<file path="src/design/ectf_cfg.svh">
// Frame layout constants for the cyclic telegram framer
`ifndef ECTF_CFG_SVH
`define ECTF_CFG_SVH
// Widest input frame in bits (telegram with wide position)
`define ECTF_FRAME_BITS 160
// Input frame lengths in octets per telegram
`define ECTF_LEN_T81    8'h0C
`define ECTF_LEN_T82    8'h0E
`define ECTF_LEN_T83    8'h10
`define ECTF_LEN_T84    8'h14
// Octet index of the last octet of a two-word output frame
`define ECTF_RX_LASTIDX 3'h3
// Octet counter ceiling for over-long output frames
`define ECTF_RX_SAT     3'h7
`endif

</file>
<file path="src/design/ectf_pkg.sv">
// Types shared by the cyclic telegram framer
package ectf_pkg;
    typedef enum logic [1:0] {
        ECTF_TG81 = 2'h0,
        ECTF_TG82 = 2'h1,
        ECTF_TG83 = 2'h2,
        ECTF_TG84 = 2'h3
    } ectf_tgram_t;
    typedef enum logic [1:0] {
        ECTF_ST_IDLE = 2'b01,
        ECTF_ST_SEND = 2'b10
    } ectf_state_t;
endpackage

</file>
<file path="src/design/ectf_framer.sv">
// Cyclic telegram framer: parses output frames, builds input frames
// How it works
// - A class input selects application class 3 or 4 and gates functions.
// - In class 3 the isochronous and scaling/preset enables stay low.
// - In class 4 isochronous operation and scaling/preset are enabled.
// - In class 4 every telegram and every function is offered.
// - Both control words and both status words are 16-bit unsigned.
// - Position values one and two are sent as 32-bit unsigned values.
// - The wide position value is sent as a 64-bit unsigned value.
// - The short speed value is a 16-bit signed value.
// - The long speed value is a 32-bit signed value.
// - The selected telegram sets the input frame length and contents.
// - Telegram 81 returns 12 octets: status two, one, positions 1 and 2.
// - Telegram 84 returns status words, wide position, position 2, speed.
`timescale 1ns/1ps
`default_nettype none
`include "ectf_cfg.svh"
module ectf_framer #(
    parameter int BUF_WIDTH = 9
) (
    // Clock and reset
    input  wire logic                      clk,
    input  wire logic                      resetn,
    // Configuration
    input  wire logic                      cfg_class4,
    input  wire ectf_pkg::ectf_tgram_t     cfg_telegram,
    // Sampled encoder signals
    input  wire logic [15:0]               encoder_status_word_two,
    input  wire logic [15:0]               encoder_status_word_one,
    input  wire logic [31:0]               position_value_first,
    input  wire logic [31:0]               position_value_second,
    input  wire logic [63:0]               position_value_wide,
    input  wire logic signed [15:0]        speed_value_short,
    input  wire logic signed [31:0]        speed_value_long,
    // Input frame request and octet stream
    input  wire logic                      frame_req,
    output logic [7:0]                     tx_data,
    output logic                           tx_last,
    output logic                           tx_valid,
    input  wire logic                      tx_ready,
    // Output frame octet stream
    input  wire logic [7:0]                rx_data,
    input  wire logic                      rx_last,
    input  wire logic                      rx_valid,
    // Parsed control words and status
    output logic [15:0]                    encoder_ctrl_word_two,
    output logic [15:0]                    encoder_ctrl_word_one,
    output logic                           rx_frame_ok,
    output logic                           rx_frame_err,
    output logic                           busy,
    output logic                           iso_enable,
    output logic                           scale_preset_enable
);
    // ************************************************************
    // Input frame assembly
    // ************************************************************
    ectf_pkg::ectf_state_t      state_reg, state_next;
    logic                       class4_reg, class4_next;
    logic [`ECTF_FRAME_BITS-1:0] frame_reg, frame_next;
    logic [7:0]                 rem_reg, rem_next;
    logic                       busy_reg, busy_next;
    logic                       buf_in_ready, buf_last, start;

    function automatic logic [`ECTF_FRAME_BITS-1:0] assemble(
        input ectf_pkg::ectf_tgram_t tg);
        logic [31:0] head;
        logic [63:0] pos12;
        head  = {encoder_status_word_two, encoder_status_word_one};
        pos12 = {position_value_first, position_value_second};
        unique case (tg)
            ectf_pkg::ECTF_TG81: assemble = {head, pos12, 64'h0};
            ectf_pkg::ECTF_TG82:
                assemble = {head, pos12, speed_value_short, 48'h0};
            ectf_pkg::ECTF_TG83:
                assemble = {head, pos12, speed_value_long, 32'h0};
            ectf_pkg::ECTF_TG84: assemble = {head, position_value_wide,
                position_value_second, speed_value_long};
        endcase
    endfunction

    function automatic logic [7:0] frame_len(
        input ectf_pkg::ectf_tgram_t tg);
        unique case (tg)
            ectf_pkg::ECTF_TG81: frame_len = `ECTF_LEN_T81;
            ectf_pkg::ECTF_TG82: frame_len = `ECTF_LEN_T82;
            ectf_pkg::ECTF_TG83: frame_len = `ECTF_LEN_T83;
            ectf_pkg::ECTF_TG84: frame_len = `ECTF_LEN_T84;
        endcase
    endfunction

    assign start    = (state_reg == ectf_pkg::ECTF_ST_IDLE) & frame_req;
    assign buf_last = (rem_reg == 8'h01);

    // Signals are frozen at the request so one frame is self-consistent
    always_comb begin
        state_next  = state_reg;
        class4_next = class4_reg;
        frame_next  = frame_reg;
        rem_next    = rem_reg;
        unique case (state_reg)
            ectf_pkg::ECTF_ST_IDLE: begin
                class4_next = cfg_class4;
                if (frame_req) begin
                    frame_next = assemble(cfg_telegram);
                    rem_next   = frame_len(cfg_telegram);
                    state_next = ectf_pkg::ECTF_ST_SEND;
                end
            end
            ectf_pkg::ECTF_ST_SEND: begin
                if (buf_in_ready) begin
                    frame_next = {frame_reg[`ECTF_FRAME_BITS-9:0], 8'h00};
                    rem_next   = rem_reg - 8'h01;
                    if (buf_last) begin
                        state_next = ectf_pkg::ECTF_ST_IDLE;
                    end
                end
            end
        endcase
        busy_next = (state_next == ectf_pkg::ECTF_ST_SEND);
    end

    always_ff @(posedge clk or negedge resetn) begin
        if (!resetn) begin
            state_reg  <= ectf_pkg::ECTF_ST_IDLE;
            class4_reg <= 1'b0;
            frame_reg  <= '0;
            rem_reg    <= 8'h00;
            busy_reg   <= 1'b0;
        end else begin
            state_reg  <= state_next;
            class4_reg <= class4_next;
            frame_reg  <= frame_next;
            rem_reg    <= rem_next;
            busy_reg   <= busy_next;
        end
    end

    assign busy                = busy_reg;
    // Class 3 offers no isochronous mode and no scaling or preset
    assign iso_enable          = class4_reg;
    assign scale_preset_enable = class4_reg;

    ectf_skid_buf #(
        .WIDTH (BUF_WIDTH)
    ) u_buf (
        .clk       (clk),
        .resetn    (resetn),
        .in_data   ({buf_last, frame_reg[`ECTF_FRAME_BITS-1 -: 8]}),
        .in_valid  (state_reg == ectf_pkg::ECTF_ST_SEND),
        .in_ready  (buf_in_ready),
        .out_data  ({tx_last, tx_data}),
        .out_valid (tx_valid),
        .out_ready (tx_ready)
    );

    // ************************************************************
    // Output frame parsing
    // ************************************************************
    logic [2:0]  rx_cnt_reg, rx_cnt_next;
    logic [23:0] rx_shift_reg, rx_shift_next;
    logic [15:0] ctrl2_reg, ctrl2_next, ctrl1_reg, ctrl1_next;
    logic        ok_reg, ok_next, err_reg, err_next;

    // A short or long output frame leaves the old control words in place
    always_comb begin
        rx_cnt_next   = rx_cnt_reg;
        rx_shift_next = rx_shift_reg;
        ctrl2_next    = ctrl2_reg;
        ctrl1_next    = ctrl1_reg;
        ok_next       = 1'b0;
        err_next      = 1'b0;
        if (rx_valid) begin
            if (rx_last) begin
                rx_cnt_next = 3'h0;
                if (rx_cnt_reg == `ECTF_RX_LASTIDX) begin
                    ctrl2_next = rx_shift_reg[23:8];
                    ctrl1_next = {rx_shift_reg[7:0], rx_data};
                    ok_next    = 1'b1;
                end else begin
                    err_next = 1'b1;
                end
            end else begin
                rx_shift_next = {rx_shift_reg[15:0], rx_data};
                if (rx_cnt_reg != `ECTF_RX_SAT) begin
                    rx_cnt_next = rx_cnt_reg + 3'h1;
                end
            end
        end
    end

    always_ff @(posedge clk or negedge resetn) begin
        if (!resetn) begin
            rx_cnt_reg   <= 3'h0;
            rx_shift_reg <= 24'h0;
            ctrl2_reg    <= 16'h0;
            ctrl1_reg    <= 16'h0;
            ok_reg       <= 1'b0;
            err_reg      <= 1'b0;
        end else begin
            rx_cnt_reg   <= rx_cnt_next;
            rx_shift_reg <= rx_shift_next;
            ctrl2_reg    <= ctrl2_next;
            ctrl1_reg    <= ctrl1_next;
            ok_reg       <= ok_next;
            err_reg      <= err_next;
        end
    end

    assign encoder_ctrl_word_two = ctrl2_reg;
    assign encoder_ctrl_word_one = ctrl1_reg;
    assign rx_frame_ok           = ok_reg;
    assign rx_frame_err          = err_reg;

    // ************************************************************
    // Assertions
    // ************************************************************
    a_class_latch : assert property (@(posedge clk) disable iff (!resetn)
        !busy_reg |=> iso_enable == $past(cfg_class4))
        else $error("class not taken while idle");
    a_class_hold : assert property (@(posedge clk) disable iff (!resetn)
        busy_reg && busy_next |=> $stable(scale_preset_enable))
        else $error("class changed inside a frame");
    a_len_t81 : assert property (@(posedge clk) disable iff (!resetn)
        start && cfg_telegram == ectf_pkg::ECTF_TG81 |=> rem_reg == 8'h0C)
        else $error("telegram 81 length wrong");
    a_len_t82 : assert property (@(posedge clk) disable iff (!resetn)
        start && cfg_telegram == ectf_pkg::ECTF_TG82
        |=> rem_reg == 8'h0E && frame_reg[63:48] == $past(speed_value_short))
        else $error("telegram 82 frame wrong");
    a_len_t83 : assert property (@(posedge clk) disable iff (!resetn)
        start && cfg_telegram == ectf_pkg::ECTF_TG83
        |=> rem_reg == 8'h10 && frame_reg[63:32] == $past(speed_value_long))
        else $error("telegram 83 frame wrong");
    a_wide_pos : assert property (@(posedge clk) disable iff (!resetn)
        start && cfg_telegram == ectf_pkg::ECTF_TG84 |=> rem_reg == 8'h14
        && frame_reg[127:64] == $past(position_value_wide))
        else $error("telegram 84 frame wrong");
    a_first_octet : assert property (@(posedge clk) disable iff (!resetn)
        start |=> frame_reg[159:152] == $past(encoder_status_word_two[15:8]))
        else $error("status word two not sent high octet first");
    a_last_octet : assert property (@(posedge clk) disable iff (!resetn)
        busy_reg && buf_in_ready && buf_last
        |=> !busy_reg ##1 (busy_reg == $past(frame_req)))
        else $error("frame did not end after its last octet");
    a_rx_words : assert property (@(posedge clk) disable iff (!resetn)
        rx_valid && rx_last && rx_cnt_reg == 3'h3 |=> rx_frame_ok
        && encoder_ctrl_word_one[7:0] == $past(rx_data)
        && encoder_ctrl_word_two == $past(rx_shift_reg[23:8]))
        else $error("control words misplaced");
    a_rx_error : assert property (@(posedge clk) disable iff (!resetn)
        rx_valid && rx_last && rx_cnt_reg != 3'h3
        |=> rx_frame_err && !rx_frame_ok && $stable(encoder_ctrl_word_one))
        else $error("bad output frame length not flagged");
endmodule
`default_nettype wire

</file>
<file path="src/design/ectf_skid_buf.sv">
// Two-entry buffer with valid and ready on both sides
`timescale 1ns/1ps
`default_nettype none
module ectf_skid_buf #(
    parameter int WIDTH = 9
) (
    // Clock and reset
    input  wire logic             clk,
    input  wire logic             resetn,
    // Filling side
    input  wire logic [WIDTH-1:0] in_data,
    input  wire logic             in_valid,
    output logic                  in_ready,
    // Draining side
    output logic      [WIDTH-1:0] out_data,
    output logic                  out_valid,
    input  wire logic             out_ready
);
    logic [WIDTH-1:0] d0_reg, d0_next, d1_reg, d1_next;
    logic             v0_reg, v0_next, v1_reg, v1_next;
    logic             push, pop;

    assign in_ready  = ~v1_reg;
    assign out_valid = v0_reg;
    assign out_data  = d0_reg;
    assign push      = in_valid & ~v1_reg;
    assign pop       = v0_reg & out_ready;

    // Ready drops only when both entries hold, so no word is lost on stall
    always_comb begin
        d0_next = d0_reg;
        d1_next = d1_reg;
        v0_next = v0_reg;
        v1_next = v1_reg;
        if (pop && push) begin
            d0_next = in_data;
        end else if (pop) begin
            d0_next = d1_reg;
            v0_next = v1_reg;
            v1_next = 1'b0;
        end else if (push) begin
            if (!v0_reg) begin
                d0_next = in_data;
                v0_next = 1'b1;
            end else begin
                d1_next = in_data;
                v1_next = 1'b1;
            end
        end
    end

    always_ff @(posedge clk or negedge resetn) begin
        if (!resetn) begin
            d0_reg <= '0;
            d1_reg <= '0;
            v0_reg <= 1'b0;
            v1_reg <= 1'b0;
        end else begin
            d0_reg <= d0_next;
            d1_reg <= d1_next;
            v0_reg <= v0_next;
            v1_reg <= v1_next;
        end
    end

    a_buf_order : assert property (@(posedge clk) disable iff (!resetn)
        v1_reg |-> v0_reg) else $error("second entry full while first empty");
endmodule
`default_nettype wire

</file>
<file path="config.mk">
export PLATFORM = sky130hd
export DESIGN_NAME = ectf_framer
export DESIGN_NICKNAME = d
export VERILOG_FILES = /design/src/design/ectf_pkg.sv /design/src/design/ectf_framer.sv /design/src/design/ectf_skid_buf.sv
export VERILOG_INCLUDE_DIRS = /design/src /design/src/design
export SDC_FILE = /design/constraint.sdc
export NUM_CORES = 1
export LEC_CHECK = 0
export BUFFER_PORTS_ARGS = -buffer_cell sky130_fd_sc_hd__buf_2
export CAP_MARGIN = 20
export CORE_MARGIN = 3
export CORE_UTILIZATION = 25
export DETAILED_ROUTE_END_ITERATION = 8
export SLEW_MARGIN = 20
export SYNTH_ARGS = -nofsm -noshare
export SYNTH_HDL_FRONTEND = slang
export SYNTH_SLANG_ARGS = --single-unit
</file>
<file path="constraint.sdc">
create_clock -name clk -period 2.5 [get_ports clk]
set_input_delay 0.375 -clock clk [delete_from_list [all_inputs] [get_ports clk]]
set_output_delay 0.375 -clock clk [all_outputs]
set_load 0.05 [all_outputs]
</file>
==> metrics.md <==
| Metric | Value |
|---|---|
| Status | `complete, no violations` |
| Main synth FF type | `dfrtp_1` |
| TritonRoute pass-1 iters | `5` |
| Fraction of layout cells with a size suffix above 1 | `30.2%` |
| Final #Nets | `1696` |
| Synth warn | `0` |
| Setup-failing EPs final | `0` |
| P_int | `0.0113 W` |
| Worst Setup Path Type | `reg -> reg` |
| Area leader, netlist | `dfrtp_1` |
| Worst-path clk slew | `60 ps` |
| Sw power | `0.00751 W` |
| Power Dens Cells | `1240 nW/um2` |
| CTS tree | `built` |
| Max Fanout on Critical Path | `117` |
| Count leader, synth | `dfrtp_1` |
| Initial Util | `25.3%` |
| Post-synthesis compound-gate area fraction | `19.5%` |
| Commonest cells in the netlist | `dfrtp_1, o21ai_0, nand2_1` |
| Final Skew | `12.8 ps` |
| Async set-reset flop share out of synthesis | `100%` |
| Crit. End Element | `register` |
| Synth Cell Area | `12100 um2` |
| Initial antenna violation count | `5` |
| Switch share | `39.8%` |
| Worst VDD drop | `456 uV` |
| First-pass GRT wire length | `61200 um` |
| Skew-Pair Late Insertion Delay | `560 ps` |
| Minimum clock period after layout | `2320 ps` |
| # DRC | `0` |
| Total die area | `51200 um2` |
| GPL Wtd Cong | `0.911` |
| Synth Area in Simple Gates | `13.5%` |
| Die X | `226 um` |
| Largest family of logic cells by synthesized area | `compound AO/OA/AOI/OAI gates` |
| CTS root buf | `clkbuf_16` |
| Core Region | `47800 um2` |
| Post-DP HPWL | `29400 um` |
| CTS Buf Count | `29` |
| Mux share of post-synthesis cell area | `9.02%` |
| Achievable Freq | `432 MHz` |
| Mapped Avg Cell Area | `9.81 um2` |
| Post-Synthesis Cells | `1236` |
| Largest net degree at the start of global routing | `118` |
| Synth Area in Adders | `0.722%` |
| Post-CTS Setup Inserts | `0` |
| P&R area growth vs syn | `25.2%` |
| Final Max Tran Viols | `0` |
| Synthesized net count | `1468` |
| Synth Register Bits | `253` |
| Total grt overflow | `0` |
| Sequential power share | `36.9%` |
| Clk pwr share | `24.7%` |
| Register Area | `6330 um2` |
| Sequential share of the synthesized area | `52.2%` |
| Leak | `7.05 nW` |
| Min-Delay Path Class | `in -> reg` |
| Critical Path AT | `2710 ps` |
| Row count | `80` |
| # port buffers | `271` |
| Number of flip-flops in the largest register | `160` |
| Vias/cell | `4.95` |
| Final period util | `92.7%` |
| I/O pin count | `272` |
| Tot Pwr | `0.0189 W` |
| Filler cells | `4980` |
| Post-detailed-routing wire length | `40100 um` |
| Drt initial violations | `751` |
| Htree depth | `1` |
| Worst Tran Pin Value | `923 ps` |
| Startpoint Class | `register` |
| Number of flops mapped to enable cells by yosys | `0` |
| Clk buf depth | `3` |
| Routed Antenna Nets | `0` |
| Worst Path Required | `2890 ps` |
| Synth top area cells | `dfrtp_1, o21ai_0, mux2_2` |
| Xor/xnor cell area share of the yosys netlist | `0.144%` |
| Unrepaired setup endpoints after global routing | `no` |
| Via count of the first global-routing pass | `10575` |
| WL/cell | `19.1 um` |
| Worst slew margin | `38.1%` |
| Vias | `10411` |
| Die H | `226 um` |
| Fin Setup TNS | `0 ps` |
| Comb pwr share | `38.4%` |
| Yosys cell types | `48` |
| Multi-input gate area | `5220 um2` |
| Max Cap Viol | `0` |
| Area fraction of the dominant cell type after synthesis | `52.0%` |
| CTS Sinks | `253` |
| GR Util All Layers | `15.3%` |
| Final hold vios | `0` |
==> critical path: stages (launching register included) <==
cell      delay (ps)
dfstp_2          570
and2b_4          210
buf_12           200
a211oi_1         840
o21ai_0          190
==> cell usage in the layout, fill, tap and decap left out, types with 6 or more instances in the layout <==
cell / synthesis / layout
a211oi_1: 64 / 64
a21oi_1: 17 / 17
a221oi_1: 40 / 40
a22o_1: 8 / 8
a2bb2oi_1: 8 / 8
a31oi_1: 33 / 33
and3_1: 65 / 65
buf_12: 0 / 9
buf_2: 20 / 270
buf_4: 1 / 26
bufinv_16: 0 / 6
clkbuf_16: 0 / 29
clkinv_2: 0 / 6
dfrtp_1: 252 / 252
ha_1: 7 / 7
inv_1: 13 / 13
mux2_2: 82 / 82
mux2i_1: 17 / 17
nand2_1: 171 / 170
nor2_1: 112 / 112
o21ai_0: 185 / 185
o21ai_1: 7 / 7
o2bb2ai_1: 8 / 8
==> power groups by stage <==
stage          clock, W  sequential (W)  combinational, W
3_5_place_dp          0         0.00706           0.00731
4_1_cts         0.00478         0.00699           0.00733
6_report        0.00465         0.00696           0.00724
2_1_floorplan         0         0.00775           0.00447
3_3_place_gp          0         0.00699           0.00710
5_1_grt         0.00496         0.00720           0.00811
==> layer usage <==
| metal | vias to the layer above | global-route usage [%] | routed length [um] |
|---|---|---|---|
| met3 | 73 | 2.83 | 2550 |
| met4 | 6 | 4.26 | 1190 |
| met1 | 5073 | 21.2 | 18300 |
| met5 | - | 0 | 35 |
| met2 | 383 | 24.5 | 18000 |
| li1 | 4876 | - | - |
==> final timing paths <==
kind                                       startpoint                    endpoint  slack, ps  cells after the start
setup / recovery               state_reg[0]$_DFF_PN1_  frame_reg[126]$_DFFE_PN0P_        180                      4
hold / removal                               tx_ready    u_buf.v1_reg$_DFFE_PN0P_         60                      2
setup reg to reg               state_reg[0]$_DFF_PN1_  frame_reg[126]$_DFFE_PN0P_        180                      4
hold reg to reg            frame_reg[104]$_DFFE_PN0P_  frame_reg[104]$_DFFE_PN0P_        470                      2
max in group asynchronous                      resetn      state_reg[0]$_DFF_PN1_       1410                      3
min in group asynchronous                      resetn       rx_frame_ok$_DFF_PN0_        370                      2
==> through the flow <==
stage               setup slack, ps  std cells  area [um2]  util (%)  hold WS (ps)
floorplan                       392       1236       12100         -          79.4
global placement                328       2047       14100      29.5           360
detailed placement              287       2047       14100      29.5           363
CTS                             266       2102       15200      31.7          22.8
global route                    134       2102       15200      31.7          42.3
finish                          183       2103       15200      31.7          59.9
==> final cells by class <==
cell class,count,area share [%]
diodes,1,0.0165
well taps,615,5.07
inverters,13,0.321
clock buffers,36,5.22
multi-input cells,860,34.4
clock inverters,18,1.73
repair buffers,307,11.5
flip-flops and latches,253,41.7
==> logic make-up after synthesis <==
logic type,after synthesis
fa+ha+maj,7
simple gates,373
flops,253
mux,99
buf+inv,123
compound gates,379
xor+xnor,2
==> repair_timing <==
item,4_1_cts,5_1_grt
setup endpoints to repair,0,0
resized for setup,0,0
hold buffers,1,0
endpoints found under the hold margin,54,0
Note: power is estimated with default switching activity, not from simulation.
